$ cat src/common/sbs_pkg.sv
`default_nettype none
package sbs_pkg;
	// Register byte offsets on the Wishbone slave
	localparam logic [7:0] ADR_SIZE = 8'h00;
	localparam logic [7:0] ADR_ENABLE = 8'h04;
	localparam logic [7:0] ADR_BASE_LO = 8'h08;
	localparam logic [7:0] ADR_BASE_HI = 8'h0C;
	localparam logic [7:0] ADR_CTRL = 8'h10;
	localparam logic [7:0] ADR_STATUS = 8'h14;

	localparam int NUM_BLOCKS = 8;
	localparam int CODE_W = 4;
	localparam int BASE_W = 8;
	localparam int BASE_LSB = 24;
	localparam int WORD_LSB = 3;
	localparam int BANK_BITS = 2;

	// Field positions
	localparam int CTRL_INHIBIT_BIT = 0;
	localparam int CTRL_SCRUB_BIT = 1;
	localparam int STAT_REFRESH_BIT = 0;
	localparam int STAT_MASK_LSB = 8;

	// Reset values
	localparam logic [31:0] SIZE_RST = 32'h0000_0000;
	localparam logic [7:0] ENABLE_RST = 8'h00;
	localparam logic [31:0] BASE_RST = 32'h0000_0000;
	localparam logic [1:0] CTRL_RST = 2'h0;

	// Refresh interval: a longest time, so the count rounds down
	localparam int CLK_NS = 10;
	localparam int REFRESH_NS = 7800;
	localparam int REFRESH_CYC = REFRESH_NS / CLK_NS;

	// Size codes
	localparam logic [3:0] CODE_NONE = 4'h0;
	localparam logic [3:0] CODE_32M_X16 = 4'h1;
	localparam logic [3:0] CODE_64M_X8 = 4'h2;
	localparam logic [3:0] CODE_64M_X16 = 4'h3;
	localparam logic [3:0] CODE_128M_X4 = 4'h4;
	localparam logic [3:0] CODE_128M_X8 = 4'h5;
	localparam logic [3:0] CODE_128M_X16 = 4'h6;
	localparam logic [3:0] CODE_256M_X4 = 4'h7;
	localparam logic [3:0] CODE_256M_X8 = 4'h8;
	localparam logic [3:0] CODE_512M_X4 = 4'h9;

	typedef struct packed {
		logic ok;
		logic [3:0] row_bits;
		logic [3:0] col_bits;
	} sbs_geom_t;

	typedef struct packed {
		logic [12:0] row;
		logic [1:0] bank;
		logic [10:0] col;
	} sbs_sdr_addr_t;
endpackage
`default_nettype wire

$ cat src/design/sbs_top.sv
// The implementer's own choices: the register addresses and register access over Wishbone.
`timescale 1ns/1ps
`default_nettype none
// Notes on behaviour
// - Size code 1..9 selects block geometry from 32MB up to 512MB.
// - Block bytes are locations times eight; each location is 64 bits.
// - Locations are two to rows times two to columns times four banks.
// - Codes 4 and 5 decode alike, as do codes 2 and 3.
// - Refresh only happens while refresh inhibit is clear.
// - Size codes reset to zero and drive decoding and translation.
// - Only blocks with non-zero size join scrubbing when enabled.
module sbs_top (
	input wire logic clk_i, // Bus clock, 100 MHz
	input wire logic rst_i, // Synchronous reset, active high
	input wire logic [7:0] wb_adr_i, // Wishbone byte address
	input wire logic [31:0] wb_dat_i, // Wishbone write data
	input wire logic [3:0] wb_sel_i, // Wishbone byte lanes
	input wire logic wb_we_i, // Wishbone write
	input wire logic wb_cyc_i, // Wishbone cycle
	input wire logic wb_stb_i, // Wishbone strobe
	output logic [31:0] wb_dat_o, // Wishbone read data
	output logic wb_ack_o, // Wishbone acknowledge
	input wire logic acc_valid_i, // Memory access request
	input wire logic [31:0] acc_addr_i, // Memory access address
	output logic hit_o, // Access lands in an enabled block
	output logic miss_o, // Access lands in no enabled block
	output logic [2:0] hit_block_o, // Index of the hit block
	output sbs_pkg::sbs_sdr_addr_t sdr_addr_o, // Row, bank, column
	output logic refresh_o, // Refresh request pulse
	output logic [7:0] scrub_mask_o // Blocks taking part in scrubbing
);
	import sbs_pkg::*;

	function automatic sbs_geom_t geom_of(input logic [3:0] code);
		sbs_geom_t g;
		g = '{ok: 1'b1, row_bits: 4'd12, col_bits: 4'd8};
		unique case (code)
			CODE_32M_X16: g.col_bits = 4'd8;
			CODE_64M_X8, CODE_64M_X16: g.col_bits = 4'd9;
			CODE_128M_X4, CODE_128M_X8: g.col_bits = 4'd10;
			CODE_128M_X16: begin
				g.row_bits = 4'd13;
				g.col_bits = 4'd9;
			end
			CODE_256M_X4, CODE_256M_X8: begin
				g.row_bits = 4'd13;
				g.col_bits = 4'd10;
			end
			CODE_512M_X4: begin
				g.row_bits = 4'd13;
				g.col_bits = 4'd11;
			end
			default: g.ok = 1'b0;
		endcase
		return g;
	endfunction

	// Log2 of block bytes: rows + columns + banks + bytes per word
	function automatic logic [4:0] size_lg(input sbs_geom_t g);
		return 5'(g.row_bits) + 5'(g.col_bits) + 5'(BANK_BITS) +
			5'(WORD_LSB);
	endfunction

	function automatic logic [31:0] lane_merge(input logic [31:0] old_v,
		input logic [31:0] new_v, input logic [3:0] sel);
		logic [31:0] r;
		r = old_v;
		for (int b = 0; b < 4; b++) begin
			if (sel[b]) begin
				r[8*b +: 8] = new_v[8*b +: 8];
			end
		end
		return r;
	endfunction

	logic [31:0] size_r;
	logic [7:0] enable_r;
	logic [31:0] base_lo_r;
	logic [31:0] base_hi_r;
	logic inhibit_r;
	logic scrub_en_r;
	logic refresh_seen_r;
	logic [9:0] refresh_cnt_r;
	logic [31:0] rd_nxt;
	logic wb_req;
	logic wr_take;
	logic [63:0] base_all;
	logic [7:0] hit_vec;
	logic [7:0] nz_vec;
	logic [2:0] blk_nxt;
	sbs_sdr_addr_t sdr_nxt;
	sbs_geom_t hit_geom;

	assign wb_req = wb_cyc_i && wb_stb_i;
	// Writes land at the edge where the master samples ack high
	assign wr_take = wb_req && wb_we_i && wb_ack_o;
	assign base_all = {base_hi_r, base_lo_r};

	// Bus answer: one wait state, ack for one cycle
	always_ff @(posedge clk_i) begin
		if (rst_i) begin
			wb_ack_o <= 1'b0;
			wb_dat_o <= 32'h0000_0000;
		end else begin
			wb_ack_o <= wb_req && !wb_ack_o;
			wb_dat_o <= rd_nxt;
		end
	end

	always_comb begin
		unique case (wb_adr_i)
			ADR_SIZE: rd_nxt = size_r;
			ADR_ENABLE: rd_nxt = {24'h00_0000, enable_r};
			ADR_BASE_LO: rd_nxt = base_lo_r;
			ADR_BASE_HI: rd_nxt = base_hi_r;
			ADR_CTRL: rd_nxt = {30'h0000_0000, scrub_en_r, inhibit_r};
			ADR_STATUS: rd_nxt = {16'h0000, scrub_mask_o, 7'h00,
				refresh_seen_r};
			default: rd_nxt = 32'h0000_0000;
		endcase
	end

	// Geometry registers; size codes come out of reset as zero
	always_ff @(posedge clk_i) begin
		if (rst_i) begin
			size_r <= SIZE_RST;
			enable_r <= ENABLE_RST;
			base_lo_r <= BASE_RST;
			base_hi_r <= BASE_RST;
		end else if (wr_take) begin
			unique case (wb_adr_i)
				ADR_SIZE: size_r <= lane_merge(size_r, wb_dat_i, wb_sel_i);
				ADR_ENABLE: if (wb_sel_i[0]) enable_r <= wb_dat_i[7:0];
				ADR_BASE_LO:
					base_lo_r <= lane_merge(base_lo_r, wb_dat_i, wb_sel_i);
				ADR_BASE_HI:
					base_hi_r <= lane_merge(base_hi_r, wb_dat_i, wb_sel_i);
				default: ;
			endcase
		end
	end

	always_ff @(posedge clk_i) begin
		if (rst_i) begin
			{scrub_en_r, inhibit_r} <= CTRL_RST;
		end else if (wr_take && wb_adr_i == ADR_CTRL && wb_sel_i[0]) begin
			inhibit_r <= wb_dat_i[CTRL_INHIBIT_BIT];
			scrub_en_r <= wb_dat_i[CTRL_SCRUB_BIT];
		end
	end

	// Refresh timer keeps running while inhibited so the interval is
	// not stretched, but no request goes out
	always_ff @(posedge clk_i) begin
		if (rst_i) begin
			refresh_cnt_r <= 10'd0;
			refresh_o <= 1'b0;
		end else begin
			if (refresh_cnt_r == 10'(REFRESH_CYC - 1)) begin
				refresh_cnt_r <= 10'd0;
			end else begin
				refresh_cnt_r <= refresh_cnt_r + 10'd1;
			end
			refresh_o <= (refresh_cnt_r == 10'(REFRESH_CYC - 1)) &&
				!inhibit_r;
		end
	end

	// Sticky flag lets software see that a refresh has passed;
	// a new refresh beats a clear in the same cycle
	always_ff @(posedge clk_i) begin
		if (rst_i) begin
			refresh_seen_r <= 1'b0;
		end else if (refresh_o) begin
			refresh_seen_r <= 1'b1;
		end else if (wr_take && wb_adr_i == ADR_STATUS && wb_sel_i[0] &&
			wb_dat_i[STAT_REFRESH_BIT]) begin
			refresh_seen_r <= 1'b0;
		end
	end

	// Per-block address match
	for (genvar g = 0; g < NUM_BLOCKS; g++) begin : g_blk
		sbs_geom_t geo;
		logic [31:0] base_bytes;
		logic [4:0] lg;
		assign geo = geom_of(size_r[CODE_W*g +: CODE_W]);
		assign lg = size_lg(geo);
		assign base_bytes = {base_all[BASE_W*g +: BASE_W], 24'h00_0000};
		assign nz_vec[g] = size_r[CODE_W*g +: CODE_W] != CODE_NONE;
		assign hit_vec[g] = enable_r[g] && geo.ok &&
			(((acc_addr_i ^ base_bytes) >> lg) == 32'h0000_0000);
	end

	// Lowest block wins if software overlaps two blocks
	always_comb begin
		blk_nxt = 3'd0;
		for (int i = NUM_BLOCKS - 1; i >= 0; i--) begin
			if (hit_vec[i]) begin
				blk_nxt = 3'(i);
			end
		end
	end

	// Bus address to row, bank and column for the hit block
	always_comb begin
		logic [31:0] word;
		logic [31:0] col_t;
		logic [31:0] bank_t;
		logic [31:0] row_t;
		word = 32'h0000_0000;
		col_t = 32'h0000_0000;
		bank_t = 32'h0000_0000;
		row_t = 32'h0000_0000;
		hit_geom = geom_of(size_r[CODE_W*blk_nxt +: CODE_W]);
		word = {3'b000, acc_addr_i[31:WORD_LSB]};
		col_t = word & ((32'h0000_0001 << hit_geom.col_bits) - 32'h1);
		bank_t = (word >> hit_geom.col_bits) & 32'h0000_0003;
		row_t = (word >> (hit_geom.col_bits + 4'd2)) &
			((32'h0000_0001 << hit_geom.row_bits) - 32'h1);
		sdr_nxt.col = col_t[10:0];
		sdr_nxt.bank = bank_t[1:0];
		sdr_nxt.row = row_t[12:0];
	end

	always_ff @(posedge clk_i) begin
		if (rst_i) begin
			hit_o <= 1'b0;
			miss_o <= 1'b0;
			hit_block_o <= 3'd0;
			sdr_addr_o <= '0;
		end else begin
			hit_o <= acc_valid_i && (|hit_vec);
			miss_o <= acc_valid_i && !(|hit_vec);
			if (acc_valid_i && (|hit_vec)) begin
				hit_block_o <= blk_nxt;
				sdr_addr_o <= sdr_nxt;
			end
		end
	end

	always_ff @(posedge clk_i) begin
		if (rst_i) begin
			scrub_mask_o <= 8'h00;
		end else begin
			scrub_mask_o <= nz_vec & {8{scrub_en_r}};
		end
	end

	property p_size_reset;
		@(posedge clk_i) rst_i |=> size_r == 32'h0000_0000 && !hit_o;
	endproperty
	a_size_reset: assert property (p_size_reset)
		else $error("size codes not zero after reset");

	property p_code9_span;
		@(posedge clk_i) disable iff (rst_i)
		acc_valid_i && enable_r[0] && size_r[3:0] == 4'h9 &&
		base_lo_r[7:0] == 8'h00 && acc_addr_i[31:29] == 3'b000
		|=> hit_o && hit_block_o == 3'd0;
	endproperty
	a_code9_span: assert property (p_code9_span)
		else $error("512MB block failed to claim its span");

	property p_code1_col;
		@(posedge clk_i) disable iff (rst_i)
		acc_valid_i && hit_vec == 8'h01 && size_r[3:0] == 4'h1
		|=> sdr_addr_o.col == 11'($past(acc_addr_i[10:3])) &&
		sdr_addr_o.bank == $past(acc_addr_i[12:11]) &&
		sdr_addr_o.row == 13'($past(acc_addr_i[24:13]));
	endproperty
	a_code1_col: assert property (p_code1_col)
		else $error("32MB block translation wrong");

	property p_code1_edge;
		@(posedge clk_i) disable iff (rst_i)
		acc_valid_i && enable_r == 8'h01 && size_r[3:0] == 4'h1 &&
		base_lo_r[7:0] == 8'h00 && acc_addr_i == 32'h0200_0000
		|=> miss_o && !hit_o;
	endproperty
	a_code1_edge: assert property (p_code1_edge)
		else $error("32MB block claimed beyond its byte size");

	property p_alias;
		@(posedge clk_i) disable iff (rst_i)
		acc_valid_i && hit_vec == 8'h01 &&
		(size_r[3:0] == CODE_128M_X4 || size_r[3:0] == CODE_128M_X8)
		|=> sdr_addr_o.col == 11'($past(acc_addr_i[12:3])) &&
		sdr_addr_o.bank == $past(acc_addr_i[14:13]) &&
		sdr_addr_o.row == 13'($past(acc_addr_i[26:15]));
	endproperty
	a_alias: assert property (p_alias)
		else $error("aliased size codes decode differently");

	property p_refresh_gate;
		@(posedge clk_i) disable iff (rst_i)
		refresh_o |-> !$past(inhibit_r);
	endproperty
	a_refresh_gate: assert property (p_refresh_gate)
		else $error("refresh issued while inhibited");

	property p_scrub;
		@(posedge clk_i) disable iff (rst_i)
		size_r[15:12] == CODE_NONE || !scrub_en_r |=> !scrub_mask_o[3];
	endproperty
	a_scrub: assert property (p_scrub)
		else $error("scrub set holds a zero-size block");

	property p_scrub_on;
		@(posedge clk_i) disable iff (rst_i)
		size_r[15:12] != CODE_NONE && scrub_en_r |=> scrub_mask_o[3];
	endproperty
	a_scrub_on: assert property (p_scrub_on)
		else $error("sized block left out of scrubbing");

	property p_claim;
		@(posedge clk_i) disable iff (rst_i)
		hit_o |-> ($past(enable_r & nz_vec) != 8'h00) && !miss_o;
	endproperty
	a_claim: assert property (p_claim)
		else $error("access claimed with no enabled sized block");
endmodule
`default_nettype wire

$ cat config.mk
export PLATFORM = sky130hd
export DESIGN_NAME = sbs_top
export DESIGN_NICKNAME = d
export VERILOG_FILES = /design/src/common/sbs_pkg.sv /design/src/design/sbs_top.sv
export SDC_FILE = /design/constraint.sdc
export NUM_CORES = 1
export LEC_CHECK = 0
export BUFFER_PORTS_ARGS = -buffer_cell sky130_fd_sc_hd__clkbuf_2
export CAP_MARGIN = 40
export CORE_MARGIN = 10
export CORE_UTILIZATION = 49
export CTS_CLUSTER_SIZE = 24
export DETAILED_ROUTE_END_ITERATION = 6
export GPL_TIMING_DRIVEN = 0
export PLACE_DENSITY_LB_ADDON = 0.15
export SETUP_SLACK_MARGIN = 0.5
export SYNTH_ARGS = -nofsm -noshare
export SYNTH_HDL_FRONTEND = slang
export SYNTH_SLANG_ARGS = --single-unit
$ cat constraint.sdc
create_clock -name clk_i -period 3.9 [get_ports clk_i]
set_input_delay 0.195 -clock clk_i [delete_from_list [all_inputs] [get_ports clk_i]]
set_output_delay 0.195 -clock clk_i [all_outputs]
set_load 0.01 [all_outputs]
* Word level (Yosys, flattened, before mapping)
Cells that the tools add are included.
** Operators by class
- $add $sub $neg :: 28
- Equal/unequal tests :: 86
- Shift operators :: 13
- Muxes and demuxes :: 37
- Bitwise logic cells :: 11
- Reduce and logical (&&, ||, !) cells :: 99
** Operators by type and width (number)
- zero test 32 bit :: 8
- right shift 32 x 5 -> 32 bit :: 8
- bitwise XOR 32 bit :: 8
- case mux 32 bit (6 select lines) :: 1
- equality test 4 x 3 -> 1 bit, second input constant :: 36
- adder 5 x 2 -> 5 bit, second input constant :: 16
- equality test 4 x 2 -> 1 bit, second input constant :: 18
- equality test 4 bit, second input constant :: 18
- OR reduction 4 bit :: 18
- OR reduction 9 bit :: 8
- case mux 2 bit (3 select lines) :: 9
- adder 4 x 4 -> 5 bit :: 8
- AND reduction 3 bit :: 13
- equality test 4 x 1 -> 1 bit, second input constant :: 8
- nonzero test 4 bit :: 8
- variable part select 32 x 6 -> 4 bit :: 1
- right shift 29 x 4 -> 13 bit :: 1
- right shift 29 x 4 -> 2 bit :: 1
- logical AND 1 bit :: 28
- OR reduction 3 bit :: 9
- two-way mux 3 bit :: 8
- two-way mux 1 bit :: 19
- equality test 8 x 4 -> 1 bit, second input constant :: 2
- equality test 8 x 5 -> 1 bit, second input constant :: 2
- other kinds (16) :: 18
** Storage, ports and cells
- Register bits :: 190
- Input bits :: 82
- Output and inout bits :: 73
- Logic and storage cells :: 301

* Longest topological paths before layout
Gate-level depths: netlist of run 1.
- Depth after elaboration :: 24
- Depth in mapped cells :: 21

* Worst setup path after synthesis of run 1
No wires, ideal clock.
- Path kind :: flip-flop to flip-flop
- Start :: register size_r[27]
- End :: register sdr_addr_o[25] (netlist bit)
- Setup time :: 0.124 ns
- Arrival time :: 4.046 ns
- Path slack :: -0.270 ns
- Cell stages (with the launch flop) :: 21
- Clock period less this slack :: 4.170 ns
- Path through :: dfxtp_1 -> clkbuf_1 -> nand2_1 -> o32a_1 -> ha_1 -> inv_1 -> ha_1 -> nor2b_1 -> o221a_2 -> o21a_1 -> o21a_1 -> o2111ai_1 -> nand4_2 -> buf_2 -> and3_1 -> o31a_1 -> or2_4 -> a22o_1 -> buf_6 -> a211oi_1 -> o31ai_2
** On the way
- Word-level cells in the longest chain between the ends :: 23
** Ends and longest elaborated chain
- from (decl) :: line sbs_top.sv:76 : logic [31:0] size_r;
- from (signal assigned) :: line sbs_top.sv:132 : ADR_SIZE: size_r <= lane_merge(size_r, wb_dat_i, wb_sel_i);
- equality test 4 x 3 -> 1 bit, or another cell as far along :: line sbs_top.sv:37 : unique case (code)
- OR reduction 4 bit (no source line) / OR reduction 3 bit (equally long branches)
- case mux 2 bit (3 select lines) / two-way mux 1 bit (equally long branches) :: line sbs_top.sv:37
- adder 4 x 4 -> 5 bit :: line sbs_top.sv:60 : return 5'(g.row_bits) + 5'(g.col_bits) + 5'(BANK_BITS) +
- adder 5 x 2 -> 5 bit (2 in series) :: line sbs_top.sv:60
- right shift 32 x 5 -> 32 bit :: line sbs_top.sv:192 : (((acc_addr_i ^ base_bytes) >> lg) == 32'h0000_0000);
- zero test 32 bit :: line sbs_top.sv:192
- logical AND 1 bit :: line sbs_top.sv:191 : assign hit_vec[g] = enable_r[g] && geo.ok &&
- two-way mux 3 bit (7 in series) :: line sbs_top.sv:199 : if (hit_vec[i]) begin
- variable part select 32 x 6 -> 4 bit :: line sbs_top.sv:215 : hit_geom = geom_of(size_r[CODE_W*blk_nxt +: CODE_W]);
- equality test 4 x 3 -> 1 bit, or another cell as far along
- OR reduction 4 bit (no source line) / OR reduction 3 bit (equally long branches)
- case mux 2 bit (3 select lines) / two-way mux 1 bit (equally long branches) :: line sbs_top.sv:37
- adder 4 x 2 -> 4 bit / << shifter 1 x 4 -> 13 bit (equally long branches) :: line sbs_top.sv:219, sbs_top.sv:220
- right shift 29 x 4 -> 13 bit / subtractor 13 x 1 -> 13 bit (equally long branches) :: line sbs_top.sv:219, sbs_top.sv:220
- bitwise AND 13 bit :: line sbs_top.sv:219 : row_t = (word >> (hit_geom.col_bits + 4'd2)) &
- to (signal assigned) :: line sbs_top.sv:237 : sdr_addr_o <= sdr_nxt;
- to (decl) :: line sbs_top.sv:28 : output sbs_pkg::sbs_sdr_addr_t sdr_addr_o,
Several ways; a longest one is shown, not always the timed one.
A chain may end at the register's enable or synchronous reset.

* Worst setup path in the final report of run 1
- Start :: register size_r[13]
- End :: register sdr_addr_o[17] (netlist bit)
** On the way
- Word-level cells in the longest chain between the ends :: 20
** Ends and longest elaborated chain (line)
- equality test 4 x 3 -> 1 bit, or another cell as far along :: sbs_top.sv:37
- OR reduction 4 bit (no source line) / OR reduction 3 bit (equally long branches)
- case mux 2 bit (3 select lines) / two-way mux 1 bit (equally long branches) :: sbs_top.sv:37
- adder 4 x 4 -> 5 bit :: sbs_top.sv:60
- adder 5 x 2 -> 5 bit (2 in series) :: sbs_top.sv:60
- right shift 32 x 5 -> 32 bit :: sbs_top.sv:192
- zero test 32 bit :: sbs_top.sv:192
- logical AND 1 bit :: sbs_top.sv:191
- two-way mux 3 bit (4 in series) :: sbs_top.sv:199
- variable part select 32 x 6 -> 4 bit :: sbs_top.sv:215
- equality test 4 x 3 -> 1 bit, or another cell as far along
- OR reduction 4 bit (no source line) / OR reduction 3 bit (equally long branches)
- case mux 2 bit (3 select lines) / two-way mux 1 bit (equally long branches) :: sbs_top.sv:37
- adder 4 x 2 -> 4 bit / << shifter 1 x 4 -> 13 bit (equally long branches) :: sbs_top.sv:219, sbs_top.sv:220
- right shift 29 x 4 -> 13 bit / subtractor 13 x 1 -> 13 bit (equally long branches) :: sbs_top.sv:219, sbs_top.sv:220
- bitwise AND 13 bit :: sbs_top.sv:219
Several ways; a longest one is shown, not always the timed one.

==> results.tsv, run 1 <==
stage	metric	value	unit
finish	Final Core Density	62.8	%
clock_tree	cts bufs inserted	17	
finish	nets	1507	
global_routing	vias in the first global route	9407	
worst_setup_path	crit path buf inv count	6	
worst_setup_path	Crit Path Category	flip-flop to flip-flop	
detailed_routing	DRT Pass-1 Iters	7	
worst_setup_path	startpoint types	flip-flop	
placement	IO Port Bufs	137	
logic_synthesis	flops & latches, synth	190	
timing	final worst slack	-0.642	ns
worst_setup_path	CP required	4.22	ns
detailed_routing	WL final	35300	um
timing	Setup Viol. Count Final	18	
min_path	Worst Hold Class	input pin to flip-flop	
global_routing	gr ovfl total	0	
floorplan	Initial Util	49.8	%
placement	DP HPWL	25200	um
timing	RSZ-0062 raised after global routing	yes	
detailed_routing	vias post-DR	10067	
worst_setup_path	crit-path max FO	6	
placement	Placement Setup Slack	-0.885	ns
global_routing	first-pass GRT wire length	52900	um
timing	Fin. Hold Viols	0	
worst_setup_path	max incr delay on CP	0.55	ns
logic_synthesis	top post-synthesis cells by area	dfxtp_1 38%, mux2i_1 6.3%, a21oi_1 6.0%	
logic_synthesis	most frequent cell after synthesis	dfxtp_1	
finish	# diodes	0	
pwr	Pwr per Cell Area	306	mW/mm^2
logic_synthesis	Mapped Cells	1208	
detailed_routing	starting DRC count in detailed routing	1210	
worst_setup_path	CP max-delay cell	a2111o_1	
pwr	Tot Pwr	3890	uW
global_routing	largest net degree at the start of global routing	19	
floorplan	DIE WIDTH	163	um
floorplan	FP Rows	52	
floorplan	Die Height	163	um
logic_synthesis	commonest cells in the netlist	190 x dfxtp_1, 148 x nand2_1, 120 x a21oi_1, 100 x nor2_1, 89 x nand3_1	
logic_synthesis	Synth area leader	dfxtp_1	
logic_synthesis	prevailing post-synth register cell	dfxtp_1	
worst_setup_path	crit end category	flip-flop	
clock_tree	CTS sink cnt	190	
global_routing	Total Routing Usage GR	25.3	%
finish	area grow syn2layout	26.1	%
clock_tree	Root Driver	clkbuf_16	
clock_tree	Clock Latency Late Sink	0.45	ns
detailed_routing	Vias/cell	5.95	
timing	Worst slew margin	39.5	%
pwr	VDD IR max	0.000236	V
finish	register area	0.00384	mm^2
detailed_routing	# DRC	4	
pwr	Leakage Power	0.00484	uW
placement	Cell Area, Placed	0.0112	mm^2
floorplan	CORE AREA	0.0202	mm^2
timing	skew final	0.0129	ns
clock_tree	CTS tree	built	
worst_setup_path	family with the most delay on the worst path	compound AO/OA/AOI/OAI gates	
timing	Pins Over Slew Limit	0	
finish	fin area	0.0127	mm^2
timing	Hold Worst Slack	0.00614	ns
timing	Final Cycle Share	116	%
logic_synthesis	Mapped Nets	1307	
timing	Max Fclk	0.220	GHz
outcome	status	complete, but fails checks	
floorplan	Ports	155	
finish	area of the multi-input gates	0.00630	mm^2
placement	GPL Wtd Cong	0.976	
logic_synthesis	Syn. warnings	0	
floorplan	Die Area	0.0267	mm^2
worst_setup_path	CP arrival	4.86	ns
detailed_routing	Wirelength per Cell	20.9	um
global_routing	initial antenna violation count	0	
logic_synthesis	average cell area after synthesis	8.35	um^2
clock_tree	Worst-path clk slew	0.08	ns
logic_synthesis	Post-Syn Area	0.0101	mm^2
finish	share of layout cells above drive strength 1	26.2	%
timing	min cycle time layout	4.54	ns
job	max-cap viol count	0	
logic_synthesis	unique cell type count in the Yosys netlist	70	
worst_setup_path	CP cell instances	inv_2, a211oi_1, a31oi_1, ha_1, inv_1, ha_4, nor2b_1, o221ai_1, a2111o_1, o2111ai_2, nand4_4, buf_6, buf_4, and3_4, o31ai_4, a211oi_2, buf_4, a22oi_2, buf_6, mux2i_4, o221ai_1	
logic_synthesis	Post-synth EDFFs	0	
timing	worst-margin pin slew	0.907	ns
logic_synthesis	part of the Yosys area used for sequential elements	37.7	%
clock_tree	CTS H-tree lvls	4	
logic_synthesis	fraction of registers with async set/reset	0	%
detailed_routing	number of nets still failing antenna checks after routing	0	
finish	# fillers	1810	
outcome	violated checks	design-rule violations, negative setup slack	
logic_synthesis	top cell type's share of synthesized area	37.7	%
clock_tree	Longest Clk Path Bufs	2	
-- per-layer routing --
layer,global-route usage [%],routed length (um),up-vias
met4,7.34,919,0
li1,-,-,4724
met3,5.54,3070,73
met1,32.7,14800,4778
met2,41.4,16500,492
met5,0,0,-
-- registers in the layout, summed over array words and instances (netlist names) --
register,cells
base_hi_r,32
base_lo_r,32
enable_r,8
hit_block_o,3
hit_o,1
inhibit_r,1
miss_o,1
refresh_cnt_r,10
refresh_o,1
refresh_seen_r,1
scrub_en_r,1
scrub_mask_o,8
sdr_addr_o,26
size_r,32
wb_ack_o,1
wb_dat_o,32
-- worst paths after layout --
kind	slack, ns	from	to	cells past startpoint
worst min-delay path	0.006	wb_dat_i[12]	size_r[12]	3
worst max-delay path	-0.64	size_r[13]	sdr_addr_o[17]	21
worst max register to register	-0.64	size_r[13]	sdr_addr_o[17]	21
worst min register to register	0.45	inhibit_r	refresh_o	1
-- final cells by class --
type	instances	area share (%)
Buffer	85	4.17
Clock buffer	18	3.38
Clock inverter	14	0.984
Inverter	25	0.738
Multi-Input combinational cell	908	49.6
Sequential cell	190	30.2
Tap cell	270	2.66
Timing Repair Buffer	181	8.31
-- cells by family after synthesis --
logic type / synth area share, %
AOI/OAI and AO/OA: 18.7
xor gates and xnor gates: 6.59
adders and majority gates: 2.11
buffers and inverters: 4.75
DFF: 37.7
muxes: 9.05
and+or+nand+nor: 21.1
-- power breakdown --
group	switching [uW]	total (uW)	internal (uW)
Sequential	2.89	1940	1940
Clock	842	1680	840
Combinational	173	266	92.9
Total	1020	3890	2870
-- timing repair --
item,in CTS,in global routing
pin swaps,32,28
setup endpoints to repair,30,29
hold endpoints to repair,9,0
cloned,3,0
resized for setup,79,87
setup buffers,13,16
hold buffers,10,0
-- per-stage QoR --
| step | setup TNS [ns] | std cells |
|---|---|---|
| 2_1_floorplan | -1.19 | 1208 |
| 3_3_place_gp | -12.53 | 1615 |
| 3_5_place_dp | -13.77 | 1617 |
| 4_1_cts | -6.64 | 1675 |
| 5_1_grt | -12.98 | 1691 |
| 6_report | -9.87 | 1691 |
-- cells in the final DEF (no fill, tap or decap), types with 30 or more instances in the layout --
master and count:
a21oi_1 117, buf_4 30, clkbuf_1 50, clkbuf_2 141, dfxtp_1 176, mux2i_1 51, nand2_1 141, nand3_1 88
nor2_1 97, xnor2_1 44, xor2_1 30
-- worst register-to-register path, cell delays in order, from the launching register on --
cell	delay (ns)
dfxtp_1	0.41
inv_2	0.09
a211oi_1	0.25
a31oi_1	0.07
ha_1	0.18
inv_1	0.11
ha_4	0.15
nor2b_1	0.13
o221ai_1	0.15
a2111o_1	0.55
o2111ai_2	0.15
nand4_4	0.21
buf_6	0.18
buf_4	0.12
and3_4	0.18
o31ai_4	0.32
a211oi_2	0.13
buf_4	0.17
a22oi_2	0.26
buf_6	0.23
mux2i_4	0.26
o221ai_1	0.14
No activity file was read; power rests on OpenSTA's default activity.
==> inputs of run 2 (changes only) <==
Clock period 3.9 ns to 5.5 ns, I/O delays scaled along.
==> run 2 against run 1 <==
  * The flow now finishes without violations
  * Sequential power down 29%
  * Sequential share of layout area rose by 2.2 points
  * Final cell count shrank 2.4%
  * Worst hold slack gained 0.037 ns
  * Global-route usage shrank 0.77 points
  * Highest routed layer unchanged
  * Core utilization fell by 4.7 points
  * Fmax is 3.5% lower
  * Routed wire length down 4.6%
==> results.tsv, run 2 (same netlist as run 1, synthesis figures left out) <==
stage	metric	value	unit	change
floorplan	CORE AREA	0.0202	mm^2	unchanged
placement	DP HPWL	24900	um	-1.2%
placement	placed insts	1617		unchanged
timing	Hold Worst Slack	0.0432	ns	+0.0371 ns
worst_setup_path	Reg2Reg Depth	19		-9.5%
timing	RSZ-0062 raised after global routing	no		
detailed_routing	vias post-DR	9664		-4.0%
finish	highest-count cells in the layout ignoring fill and taps	189 x dfxtp_1, 148 x nand2_1, 146 x clkbuf_2, 120 x a21oi_1, 100 x nor2_1		
finish	area grow syn2layout	16.6	%	
floorplan	Ports	155		unchanged
global_routing	initial antenna violation count	0		unchanged
timing	skew final	0.0103	ns	-0.00262 ns
worst_setup_path	reg2reg setup slack	0.79	ns	+1.43 ns
finish	most common cell after layout, fill and taps aside	dfxtp_1		
pwr	Clock power frac	44.9	%	+1.6 points
global_routing	Total Routing Usage GR	24.5	%	-0.77 points
worst_setup_path	startpoint types	flip-flop		
worst_setup_path	worst r2r src	size_r[14]		
min_path	sink of the worst hold path	sdr_addr_o[2]		
timing	Pins Over Slew Limit	0		unchanged
clock_tree	CTS sink cnt	190		unchanged
timing	Setup TNS	0	ns	+9.87 ns
floorplan	Initial Util	49.8	%	unchanged
floorplan	DIE WIDTH	163	um	unchanged
floorplan	Die Height	163	um	unchanged
detailed_routing	Wirelength per Cell	20.4	um	-2.3%
finish	Layout Cells excl Fill	1650		-2.4%
worst_setup_path	crit-path max FO	10		+4
detailed_routing	WL final	33700	um	-4.6%
placement	IO Port Bufs	137		unchanged
timing	Setup Viol. Count Final	0		-18
min_path	Worst Hold Class	input pin to flip-flop		
global_routing	gr ovfl total	0		unchanged
pwr	Psw	728	uW	-29%
timing	Worst slew margin	40.8	%	+1.2 points
detailed_routing	starting DRC count in detailed routing	872		-28%
detailed_routing	# DRC	0		-4
pwr	Gate power share	6.1	%	-0.7 points
finish	# diodes	0		unchanged
finish	share of layout cells above drive strength 1	18.1	%	-8.1 points
floorplan	Die Area	0.0267	mm^2	unchanged
timing	worst-margin pin slew	0.889	ns	-0.0186 ns
pwr	Leakage Power	0.00463	uW	-4.4%
clock_tree	cts bufs inserted	17		unchanged
finish	nets	1466		-2.7%
clock_tree	CTS tree	built		
clock_tree	Root Driver	clkbuf_16		
pwr	Net Sw Frac	25.9	%	-0.30 points
timing	min cycle time layout	4.71	ns	+0.167 ns
timing	Final Cycle Share	85.6	%	-31 points
job	max-cap viol count	0		unchanged
global_routing	first-pass GRT wire length	51400	um	-2.9%
pwr	Reg power frac	49.0	%	-0.9 points
clock_tree	CTS H-tree lvls	4		unchanged
pwr	Cell Int Power	2080	uW	-27%
global_routing	Most Crowded Layer GR	met2		
detailed_routing	DRT Pass-1 Iters	7		unchanged
clock_tree	Longest Clk Path Bufs	2		unchanged
finish	fin area	0.0118	mm^2	-7.5%
detailed_routing	number of nets still failing antenna checks after routing	0		unchanged
worst_setup_path	reg-to-reg endpoint	sdr_addr_o[13]		
detailed_routing	Vias/cell	5.86		-1.6%
global_routing	GR Util met1	31.5	%	-1.2 points
global_routing	largest net degree at the start of global routing	20		+1
finish	Final Core Density	58.1	%	-4.7 points
min_path	beginning of the worst hold path	acc_addr_i[5]		
timing	Max Fclk	0.212	GHz	-3.5%
global_routing	GR Util met3	5.18	%	-0.35 points
pwr	Pwr per Cell Area	239	mW/mm^2	-22%
outcome	status	finished clean		
placement	GPL Wtd Cong	0.949		-2.8%
timing	Fin. Hold Viols	0		unchanged
worst_setup_path	CP arrival	5.02	ns	+0.16 ns
finish	# fillers	1917		+5.9%
worst_setup_path	CP required	5.81	ns	+1.59 ns
clock_tree	Worst-path clk slew	0.08	ns	about the same
global_routing	vias in the first global route	9244		-1.7%
global_routing	M2 GR Usage	39.9	%	-1.4 points
placement	Cell Area, Placed	0.0111	mm^2	-0.55%
worst_setup_path	crit end category	flip-flop		
min_path	Hold Crit Depth	3		unchanged
floorplan	FP Rows	52		unchanged
pwr	VDD IR max	0.000203	V	-14%
clock_tree	Clock Latency Late Sink	0.44	ns	about the same
worst_setup_path	Crit Path Category	flip-flop to flip-flop		
run 2: per-layer routing:
| layer | routed length [um] | vias up | part of all wire, % |
|---|---|---|---|
| li1 | - | 4633 | - |
| met1 | 14300 | 4529 | 42 |
| met2 | 15600 | 448 | 46 |
| met3 | 2780 | 54 | 8.3 |
| met4 | 1000 | 0 | 3.0 |
| met5 | 0 | - | 0 |
run 2: worst max-delay path by stage:
stage / from / endpoint / slack [ns] / cells past startpoint
2_1_floorplan: size_r[27] / sdr_addr_o[25] / 1.33 / 20
3_3_place_gp: size_r[10] / sdr_addr_o[16] / 0.63 / 21
3_5_place_dp: size_r[10] / sdr_addr_o[23] / 0.62 / 21
4_1_cts: size_r[10] / sdr_addr_o[23] / 0.59 / 21
5_1_grt: size_r[14] / sdr_addr_o[23] / 0.51 / 19
6_report: size_r[14] / sdr_addr_o[13] / 0.79 / 19
run 2: repair_timing:
item | in CTS | in global routing
endpoints found under the setup margin | 0 | 16
setup buffers | 0 | 1
endpoints found under the hold margin | 0 | 0
hold buffers | 0 | 0
resized for setup | 0 | 24
run 2: layout make-up:
type / instances / area [um^2] / share of cell area [%]
multi-input cells: 908 / 5820 / 49.5
flip-flops and latches: 190 / 3800 / 32.4
repair buffers: 140 / 703 / 5.98
clock buffers: 17 / 425 / 3.62
plain buffers: 85 / 397 / 3.37
well taps: 270 / 338 / 2.87
clock inverters: 15 / 171 / 1.46
inverters: 25 / 93.8 / 0.798
run 2: worst max-delay path, stage by stage (launching register included):
cell	delay [ns]
dfxtp_1	0.50
nor2_1	0.17
nand2_1	0.12
o21a_1	0.12
ha_1	0.14
inv_1	0.04
ha_1	0.31
nor2b_1	0.19
o221ai_1	0.16
a2111o_1	0.56
o2111ai_1	0.16
nand4_2	0.21
buf_2	0.26
and3_1	0.19
o31a_1	0.34
a211oi_2	0.36
a22o_1	0.20
buf_6	0.14
mux2i_1	0.24
o221ai_1	0.16
run 2: power groups by stage:
stage | Sequential, uW | Clock (uW) | Combinational, uW
after floorplan | 1410 | 0 | 90.9
after CTS | 1380 | 1280 | 168
after detailed placement | 1410 | 0 | 166
final | 1380 | 1260 | 171
after global routing | 1380 | 1330 | 182
after global placement | 1410 | 0 | 166
run 2: stage by stage:
stage	setup slack, ns	power (uW)
2_1_floorplan	1.33	1500
3_3_place_gp	0.628	1580
3_5_place_dp	0.620	1580
4_1_cts	0.589	2820
5_1_grt	0.506	2890
6_report	0.792	2810
